--- config.mk ---
export PLATFORM = sky130hd
export DESIGN_NAME = evh_top
export DESIGN_NICKNAME = d
export VERILOG_FILES = /design/src/rtl/evh_pkg.sv /design/src/rtl/evh_src_if.sv /design/src/rtl/evh_top.sv /design/src/rtl/evh_edge.sv
export VERILOG_INCLUDE_DIRS = /design/src /design/src/rtl
export SDC_FILE = /design/constraint.sdc
export NUM_CORES = 1
export LEC_CHECK = 0
export BUFFER_PORTS_ARGS = -buffer_cell sky130_fd_sc_hd__clkbuf_2
export CORE_MARGIN = 2
export CORE_UTILIZATION = 34
export DETAILED_ROUTE_END_ITERATION = 10
export GPL_TIMING_DRIVEN = 0
export HOLD_SLACK_MARGIN = 0.03
export MAX_ROUTING_LAYER = met4
export SLEW_MARGIN = 20
export SYNTH_ARGS = -nofsm -noshare
export SYNTH_HDL_FRONTEND = slang
export SYNTH_SLANG_ARGS = --single-unit
--- constraint.sdc ---
create_clock -name CORE_CLK -period 2.9 [get_ports CORE_CLK]
set_clock_uncertainty 0.1 [all_clocks]
set_input_delay 0.87 -clock CORE_CLK [delete_from_list [all_inputs] [get_ports CORE_CLK]]
set_output_delay 0.87 -clock CORE_CLK [all_outputs]
set_load 0.03 [all_outputs]
--- src/rtl/evh_map.svh ---
// register offsets, field positions and reset values of the event handler
`ifndef EVH_MAP_SVH
`define EVH_MAP_SVH

`define EVH_NUM_EVENTS     8
`define EVH_GROUP_SIZE     4
`define EVH_HIGH_MSB       7
`define EVH_HIGH_LSB       4
`define EVH_LOW_MSB        3
`define EVH_LOW_LSB        0

`define EVH_ADR_W          8
`define EVH_OFS_FLAGS      8'h00
`define EVH_OFS_ENABLES    8'h04
`define EVH_OFS_TOP_CODE   8'h08
`define EVH_OFS_SUMMARY    8'h0C

`define EVH_RST_FLAGS      8'h00
`define EVH_RST_ENABLES    8'h00
`define EVH_RST_TOP_CODE   8'hFF
`define EVH_RST_SUMMARY    2'h0
`define EVH_NO_EVENT_CODE  8'hFF

`define EVH_SUM_HIGH_BIT   1
`define EVH_SUM_LOW_BIT    0

`endif

--- src/rtl/evh_pkg.sv ---
// types shared by the event handler modules
package evh_pkg;
  typedef logic [7:0] evh_byte_t;
  typedef logic [2:0] evh_index_t;
  typedef enum {
    EVH_SEL_FLAGS,
    EVH_SEL_ENABLES,
    EVH_SEL_TOP_CODE,
    EVH_SEL_SUMMARY,
    EVH_SEL_NONE
  } evh_sel_t;
endpackage

--- src/rtl/evh_src_if.sv ---
// carrier of filtered source levels and rising-edge pulses
`timescale 1ns/1ps
`default_nettype none
interface evh_src_if;
  logic [7:0] level;
  logic [7:0] rise;
  modport producer (output level, output rise);
  modport consumer (input level, input rise);
endinterface
`default_nettype wire

--- src/rtl/evh_top.sv ---
// event handler: eight latched event flags, two cpu event levels, wishbone registers
//
// Local design decisions: the Wishbone register port and the register offsets.
`timescale 1ns/1ps
`default_nettype none
`include "evh_map.svh"
module evh_top
  import evh_pkg::*;
(
  input  wire logic        CORE_CLK,
  input  wire logic        NRST,
  input  wire logic        WB_CYC_I,
  input  wire logic        WB_STB_I,
  input  wire logic        WB_WE_I,
  input  wire logic [7:0]  WB_ADR_I,
  input  wire logic [3:0]  WB_SEL_I,
  input  wire logic [31:0] WB_DAT_I,
  output var  logic [31:0] WB_DAT_O,
  output var  logic        WB_ACK_O,
  output var  logic        WB_ERR_O,
  input  wire logic [7:0]  EVENT_SRC,
  output var  logic        CPU_EVENT_LINE_ZERO,
  output var  logic        CPU_EVENT_LINE_ONE
);
  evh_src_if src_if ();

  evh_byte_t  event_flags_q;
  evh_byte_t  event_flags_d;
  evh_byte_t  event_enables_q;
  evh_byte_t  top_event_code_q;
  evh_byte_t  top_event_code_d;
  logic [1:0] event_level_summary_q;
  logic       high_group_pending;
  logic       low_group_pending;
  logic       req;
  logic       wr_lane0;
  logic       rd_lane0;
  evh_sel_t   sel;
  evh_byte_t  clear_mask;
  evh_byte_t  rd_byte;

  // pin sources pass the synchroniser before any edge test
  evh_edge #(
    .N (`EVH_NUM_EVENTS)
  ) u_edge (
    .clk     (CORE_CLK),
    .rst_n   (NRST),
    .src_raw (EVENT_SRC),
    .out_if  (src_if)
  );

  // a new request is one not yet answered; ack drops the cycle after
  assign req      = WB_CYC_I & WB_STB_I & ~WB_ACK_O & ~WB_ERR_O;
  assign wr_lane0 = req & WB_WE_I & WB_SEL_I[0] & (sel != EVH_SEL_NONE);
  assign rd_lane0 = WB_SEL_I[0];

  // address decode
  always_comb begin
    if (WB_ADR_I == `EVH_OFS_FLAGS) begin
      sel = EVH_SEL_FLAGS;
    end else if (WB_ADR_I == `EVH_OFS_ENABLES) begin
      sel = EVH_SEL_ENABLES;
    end else if (WB_ADR_I == `EVH_OFS_TOP_CODE) begin
      sel = EVH_SEL_TOP_CODE;
    end else if (WB_ADR_I == `EVH_OFS_SUMMARY) begin
      sel = EVH_SEL_SUMMARY;
    end else begin
      sel = EVH_SEL_NONE;
    end
  end

  // write-one-to-clear mask, only from lane 0 of an accepted write
  always_comb begin
    clear_mask = '0;
    if (wr_lane0 && sel == EVH_SEL_FLAGS) begin
      clear_mask = WB_DAT_I[7:0];
    end
  end

  // set beats clear so an edge in the clearing cycle is never lost
  always_comb begin
    event_flags_d = (event_flags_q & ~clear_mask)
                  | (src_if.rise & event_enables_q);
  end

  // flags hold until cleared by software or reset
  always_ff @(posedge CORE_CLK) begin
    if (!NRST) begin
      event_flags_q <= `EVH_RST_FLAGS;
    end else begin
      event_flags_q <= event_flags_d;
    end
  end

  // enable register, plain read/write
  always_ff @(posedge CORE_CLK) begin
    if (!NRST) begin
      event_enables_q <= `EVH_RST_ENABLES;
    end else if (wr_lane0 && sel == EVH_SEL_ENABLES) begin
      event_enables_q <= WB_DAT_I[7:0];
    end
  end

  // fixed priority: the highest index set wins, scanning upward
  always_comb begin
    top_event_code_d = `EVH_NO_EVENT_CODE;
    for (int i = 0; i < `EVH_NUM_EVENTS; i++) begin
      if (event_flags_q[i]) begin
        top_event_code_d = 8'(i);
      end
    end
  end

  assign high_group_pending = |event_flags_q[`EVH_HIGH_MSB:`EVH_HIGH_LSB];
  assign low_group_pending  = |event_flags_q[`EVH_LOW_MSB:`EVH_LOW_LSB];

  // derived status is registered, so it trails the flags by one cycle
  always_ff @(posedge CORE_CLK) begin
    if (!NRST) begin
      top_event_code_q      <= `EVH_RST_TOP_CODE;
      event_level_summary_q <= `EVH_RST_SUMMARY;
    end else begin
      top_event_code_q                        <= top_event_code_d;
      event_level_summary_q[`EVH_SUM_HIGH_BIT] <= high_group_pending;
      event_level_summary_q[`EVH_SUM_LOW_BIT]  <= low_group_pending;
    end
  end

  // held cpu event levels: high group on line zero, low group on line one
  always_ff @(posedge CORE_CLK) begin
    if (!NRST) begin
      CPU_EVENT_LINE_ZERO <= 1'b0;
      CPU_EVENT_LINE_ONE  <= 1'b0;
    end else begin
      CPU_EVENT_LINE_ZERO <= high_group_pending;
      CPU_EVENT_LINE_ONE  <= low_group_pending;
    end
  end

  // read mux; bits above the byte and unused summary bits read zero
  always_comb begin
    rd_byte = '0;
    case (sel)
      EVH_SEL_FLAGS: begin
        rd_byte = event_flags_q;
      end
      EVH_SEL_ENABLES: begin
        rd_byte = event_enables_q;
      end
      EVH_SEL_TOP_CODE: begin
        rd_byte = top_event_code_q;
      end
      EVH_SEL_SUMMARY: begin
        rd_byte = {6'h00, event_level_summary_q};
      end
      default: begin
        rd_byte = '0;
      end
    endcase
    if (!rd_lane0) begin
      rd_byte = '0;
    end
  end

  // one-cycle answer: ack for mapped offsets, err for the rest
  always_ff @(posedge CORE_CLK) begin
    if (!NRST) begin
      WB_ACK_O <= 1'b0;
      WB_ERR_O <= 1'b0;
      WB_DAT_O <= 32'h0000_0000;
    end else begin
      WB_ACK_O <= req & (sel != EVH_SEL_NONE);
      WB_ERR_O <= req & (sel == EVH_SEL_NONE);
      if (req && !WB_WE_I) begin
        WB_DAT_O <= {24'h000000, rd_byte};
      end else begin
        WB_DAT_O <= 32'h0000_0000;
      end
    end
  end
endmodule
`default_nettype wire

--- src/rtl/evh_edge.sv ---
// three-stage synchroniser, agreement filter and rising-edge detector per source
`timescale 1ns/1ps
`default_nettype none
`include "evh_map.svh"
module evh_edge
  import evh_pkg::*;
#(
  parameter int N = 8
) (
  input  wire logic         clk,
  input  wire logic         rst_n,
  input  wire logic [N-1:0] src_raw,
  evh_src_if.producer       out_if
);
  logic [N-1:0] sync1_q;
  logic [N-1:0] sync2_q;
  logic [N-1:0] sync3_q;
  logic [N-1:0] level_q;
  logic [N-1:0] rise_q;
  logic [N-1:0] agree;

  // sampled on the fastest clock; first stage feeds only the second
  always_ff @(posedge clk) begin
    if (!rst_n) begin
      sync1_q <= '0;
      sync2_q <= '0;
      sync3_q <= '0;
    end else begin
      sync1_q <= src_raw;
      sync2_q <= sync1_q;
      sync3_q <= sync2_q;
    end
  end

  assign agree = ~(sync2_q ^ sync3_q);

  // a change is accepted only once stages two and three agree
  always_ff @(posedge clk) begin
    if (!rst_n) begin
      level_q <= '0;
      rise_q  <= '0;
    end else begin
      level_q <= (agree & sync2_q) | (~agree & level_q);
      rise_q  <= agree & sync2_q & ~level_q;
    end
  end

  assign out_if.level = level_q;
  assign out_if.rise  = rise_q;
endmodule
`default_nettype wire

==> results of run 1 <==
==> worst register-to-register path: stages (launching register included) <==
cell      delay [ns]
dfxtp_1         0.31
and4bb_2        0.33
nand4_2         0.13
nor4b_4         0.57
a311oi_1        0.19
==> placed cells by master (no fill, tap or decap), drive strengths merged <==
cell type / instances
dfxtp: 72
clkbuf: 59
and2: 32
buf: 28
nand2: 27
nor2: 24
conb: 24
o21ai: 15
mux2i: 14
a21oi: 11
a311oi: 8
nand3: 8
ha: 8
nor4: 3
inv: 2
nand3b: 2
mux4: 2
nand4: 2
clkinv: 2
and4bb: 1
nor4b: 1
and4b: 1
nor3: 1
o311ai: 1
nor2b: 1
o21bai: 1
==> through the flow <==
stage / setup WS, ns / power (W)
after floorplan: 0.774 / 0.00115
after global placement: 0.430 / 0.00119
after detailed placement: 0.405 / 0.00119
after CTS: 0.751 / 0.00184
after global routing: 0.676 / 0.00191
final: 0.735 / 0.00182
==> area by class of cell <==
cell class / instances / area [um2] / area share
Sequential cell: 72 / 1440 / 0.433
Multi-Input combinational cell: 187 / 1160 / 0.349
Buffer: 33 / 228 / 0.0684
Timing Repair Buffer: 41 / 205 / 0.0616
Clock buffer: 13 / 149 / 0.0447
Tap cell: 102 / 128 / 0.0383
Inverter: 3 / 11.3 / 0.00338
Clock inverter: 1 / 5.00 / 0.00150
==> routing by layer <==
metal,vias up,share of wire,global-route usage
met5,-,0,-
met4,0,0.010,0.0326
met3,5,0.068,0.0554
met2,65,0.50,0.214
met1,852,0.43,0.133
li1,1022,-,-
==> worst paths after layout <==
path	startpoint	to	slack (ns)	depth (start not counted)
worst max-delay path	WB_ADR_I[5]	event_flags_q[2]	0.74	5
worst min-delay path	register	u_edge.out_if.rise[6]	0.31	1
worst max register to register	WB_ERR_O	event_flags_q[2]	1.12	4
worst min register to register	register	u_edge.out_if.rise[6]	0.31	1
==> power breakdown <==
group	switching, W	internal [W]	total, W
sequential	0.00000713	0.00101	0.00101
clock	0.000325	0.000324	0.000649
combinational	0.0000932	0.0000641	0.000157
total	0.000425	0.00139	0.00182
==> kinds of logic after synthesis <==
group           after synthesis  synth area share
fa+ha+maj                     8            0.0363
flops                        72             0.523
compound gates               36            0.0785
buf+inv                      36            0.0867
simple gates                103             0.207
mux                          16            0.0671
other cells                   1           0.00136
==> results.md, run 1 <==
- Via density: 4.30
- Drt pass-1 iters: 4
- Fmax achieved: 0.462 GHz
- Io pins: between 90 and 100
- Cell count after synthesis: 272
- Antenna violations before repair: 0
- Port Buffers: 41
- Top cell family by delay on the critical path: simple AND/OR/NAND/NOR gates
- CTS H-tree depth: 3
- Post_cts resized: 0
- Most frequent cell after synthesis: dfxtp_1
- CP bufs+invs: 1
- Synth cell count leaders: dfxtp_1, and2_1, nand2_1, buf_4, nor2_1
- Largest net degree at the start of global routing: 11
- Worst Hold Slack: ~0.31 ns
- Post-route insts no fill: 452
- DR WL/cell: 10.9 um
- Ys Warns: 0
- Worst Setup Start Kind: primary input
- Diode count: 0
- Clock sink total: 72
- Final hold vios: 0
- Hold buffer count at cts: 0
- Die ar.: between 8000 and 9000 um2
- Die Wd: 94.1 um
- Post-synth ARST share: 0
- Setup Buffers After CTS: 0
- Crit Path Class: primary input to register
- CP peak stage delay: 0.57 ns
- EDFF count, synth: 0
- Core area: between 7000 and 8000 um2
- Final min period: roughly 2.2 ns
- Crit-path max FO: 8
- WP data required: 2.99 ns
- Vias: 1944
- Pins Over Slew Limit: 0
- Placed instance count: between 400 and 500
- RSZ-0062 raised after global routing: no
- Die height: 94.1 um
- Fin area: 3330 um2
- Period Utilization, post-route: 0.746
- Top-area cell type share of the netlist area: 0.523
- Slew @ Worst Pin: 0.579 ns
- HPWL Detailed: 3580 um
- Clk buf depth: 2
- First-pass GRT wire length: roughly 8200 um
- Area grow syn2layout: 20.8%
- Clk_lat worst skew: 0.34 ns
- Final core utilization: 0.427
- Clock-pin slew on the worst setup and hold paths: 0.07 ns
- Starting density of the core: 0.353
- Clk Tree Root Cell: clkbuf_8
- DRT Wirelength: 4950 um
- GRT Util Overall: 0.125
- DRC errors left: 0
- CTS Buf Count: 9
- Cell area after synthesis: about 2800 um2
- Starting DRT DRC Count: 102
- Arrival time worst endpoint: 2.26 ns
- VDD IR-drop max: 0.306 mV
- Slowest CP cell: nor4b_4
- Prevailing post-synth register cell: dfxtp_1
- Post-DRT Antenna Nets: 0
- Leakage power: ~1.5 nW
- Share of cells above drive strength 1: 0.249
- Synth area leader: dfxtp_1
- # fillers: 786
- Outcome: finished clean
- CTS tree: done
- Slew HR: 0.612
- Remaining Overflow, GRT: 0
- HP Class: register to register
- Max Cap Viol: 0
- Final setup fails: 0
- Standard-cell rows: 32
- Crit path capture type: register
- Post-synth cell types: 30
- Area post-placement: roughly 3200 um2
- Top post-synthesis cells by area: dfxtp_1, and2_1, buf_4, mux2i_1, nand2_1
- Vias in the first global route: approximately 1800
- Sequential fraction of the synthesis area: 0.523
- RD Place Congestion: 0.800
- Final setup TNS: 0 ns
- Post-synthesis register bit count: 72
- Nets: just over 400
- CP Cell Sequence: clkbuf_2 -> nor4_4 -> nand4_2 -> nor4b_4 -> a311oi_1
- Pwr per Cell Area: 546 nW/um2
- Mean Syn Cell Area: just over 10 um2
Note: power is estimated with default switching activity, not from simulation.
==> inputs of run 2 (changes only) <==
==> constraint.sdc (replaced) <==
create_clock -name CORE_CLK -period 1.8 [get_ports CORE_CLK]
set_clock_uncertainty 0.1 [all_clocks]
set_input_delay 0.54 -clock CORE_CLK [delete_from_list [all_inputs] [get_ports CORE_CLK]]
set_output_delay 0.54 -clock CORE_CLK [all_outputs]
set_load 0.03 [all_outputs]
==> run 2 against run 1 <==
Effect of this change:
- die area stayed put
- wire length increased by 0.83%
- sequential share of layout area decreased by 0.31 points
- register-to-register slack lost 0.88 ns
- critical path depth up 1
- non-clock buffer count rose by 3
- clock power increased by 60%
- critical path type unchanged
- critical endpoint is now event_flags_q[6]
- highest routed layer unchanged
==> results.md, run 2 (synthesis gave the netlist of run 1 again) <==
- Starting density of the core: 0.353
- CTS tree: done
- Slowest CP cell: nor4_4
- Via density: 4.29
- Clk buf depth: 2
- Die Wd: around 94 um
- CTS Buf Count: 9
- VDD IR-drop max: between 0.4 and 0.5 mV
- Leakage power: 1.50 nW
- HPWL Detailed: 3580 um
- CP Cell Sequence: clkbuf_2 -> nor4_4 -> nand4_2 -> nor4b_4 -> buf_4 -> a311oi_1
- Max Cap Viol: 0
- Pwr per Cell Area: 873 nW/um2
- Clk_lat worst skew: 0.34 ns
- Slew @ Worst Pin: 0.534 ns
- Crit Path Class: primary input to register
- Port Buffers: 41
- Drt pass-1 iters: 6
- Antenna violations before repair: 0
- Core area: about 7800 um2
- Final setup TNS: 0 ns
- Final setup fails: 0
- Crit path capture type: register
- Clk Tree Root Cell: clkbuf_8
- RD Place Congestion: 0.800
- Post-DRT Antenna Nets: 0
- RSZ-0062 raised after global routing: no
- DR WL/cell: between 10 and 15 um
- Vias in the first global route: 1802
- Outcome: finished clean
- Top cell family by delay on the critical path: simple AND/OR/NAND/NOR gates
- CP peak stage delay: 0.36 ns
- Pins Over Slew Limit: 0
- Clock sink total: 72
- DRT Wirelength: between 4000 and 5000 um
- Arrival time worst endpoint: 1.72 ns
- Hold buffer count at cts: 0
- Vias: 1953
- Final min period: 1.61 ns
- Die ar.: 8850 um2
- Final hold vios: 0
- Io pins: 93
- Clock-pin slew on the worst setup and hold paths: 0.07 ns
- Area grow syn2layout: 21.6%
- Standard-cell rows: 32
- Die height: 94.1 um
- First-pass GRT wire length: 8170 um
- Nets: 415
- Most frequent cells in the layout: dfxtp_1, clkbuf_2, and2_1
- FF+latch area: 1440 um2
- CP bufs+invs: 2
- Fmax achieved: 0.620 GHz
- Largest net degree at the start of global routing: 11
- Starting DRT DRC Count: 90
- Period Utilization, post-route: 0.896
- Remaining Overflow, GRT: 0
- WP data required: roughly 1.9 ns
- CTS H-tree depth: 3
- GRT Util Overall: 0.125
- Fin area: 3350 um2
- HP Class: primary input to register
- # fillers: ~790
- Multi-input gate area: between 1000 and 1500 um2
- Slew HR: 0.644
- Share of cells above drive strength 1: 0.258
- Diode count: 0
- DRC errors left: 0
- Most common cell after layout, fill and taps aside: dfxtp_1
- Crit-path max FO: 8
- Area post-placement: about 3200 um2
- Worst Setup Start Kind: primary input
run 2: cell count changes in the layout (fill, tap and decap cells not counted), sizes merged:
cell,previous run,this run
buf,28,31
run 2: area by class of cell:
class | instances | area share
clock inverters | 1 | 0.00149
well taps | 102 | 0.0380
repair buffers | 44 | 0.0679
clock buffers | 13 | 0.0444
inverters | 3 | 0.00336
plain buffers | 33 | 0.0683
flip-flops and latches | 72 | 0.430
multi-input cells | 187 | 0.347
run 2: layer usage:
layer,GRT usage,routed length (um),up-vias
li1,-,-,1030
met1,0.133,2160,862
met2,0.214,2500,59
met3,0.0554,302,2
met4,0.0326,25,0
met5,-,0,-
run 2: per-stage QoR:
stage	worst slack (ns)	instances	utilization	hold WS (ns)	total power (W)
2_1_floorplan	0.00412	295	-	0.289	0.00186
3_3_place_gp	-0.340	438	0.407	0.301	0.00192
3_5_place_dp	-0.365	438	0.407	0.301	0.00192
4_1_cts	0.0427	452	0.427	0.287	0.00297
5_1_grt	0.137	455	0.430	0.278	0.00308
6_report	0.187	455	0.430	0.306	0.00293
run 2: worst paths after layout:
path               startpoint                     to  slack, ns  cells past startpoint
setup reg to reg     WB_ERR_O       event_flags_q[6]       0.24                      5
hold / removal    WB_DAT_I[5]       event_flags_q[5]       0.31                      2
setup / recovery  WB_ADR_I[5]       event_flags_q[6]       0.19                      6
hold reg to reg      register  u_edge.out_if.rise[6]       0.31                      1
run 2: report_power, final:
group,leakage (nW),switching [W],internal [W]
Sequential,0.585,0.0000114,0.00162
Clock,0.0794,0.000519,0.000522
Combinational,0.838,0.000151,0.000104
run 2: repair_timing:
action / in CTS / in global routing
buffers inserted: 0 / 3
setup endpoints to repair: 2 / 15
resized for setup: 1 / 0
pin swaps: 1 / 2
endpoints found under the hold margin: 0 / 0
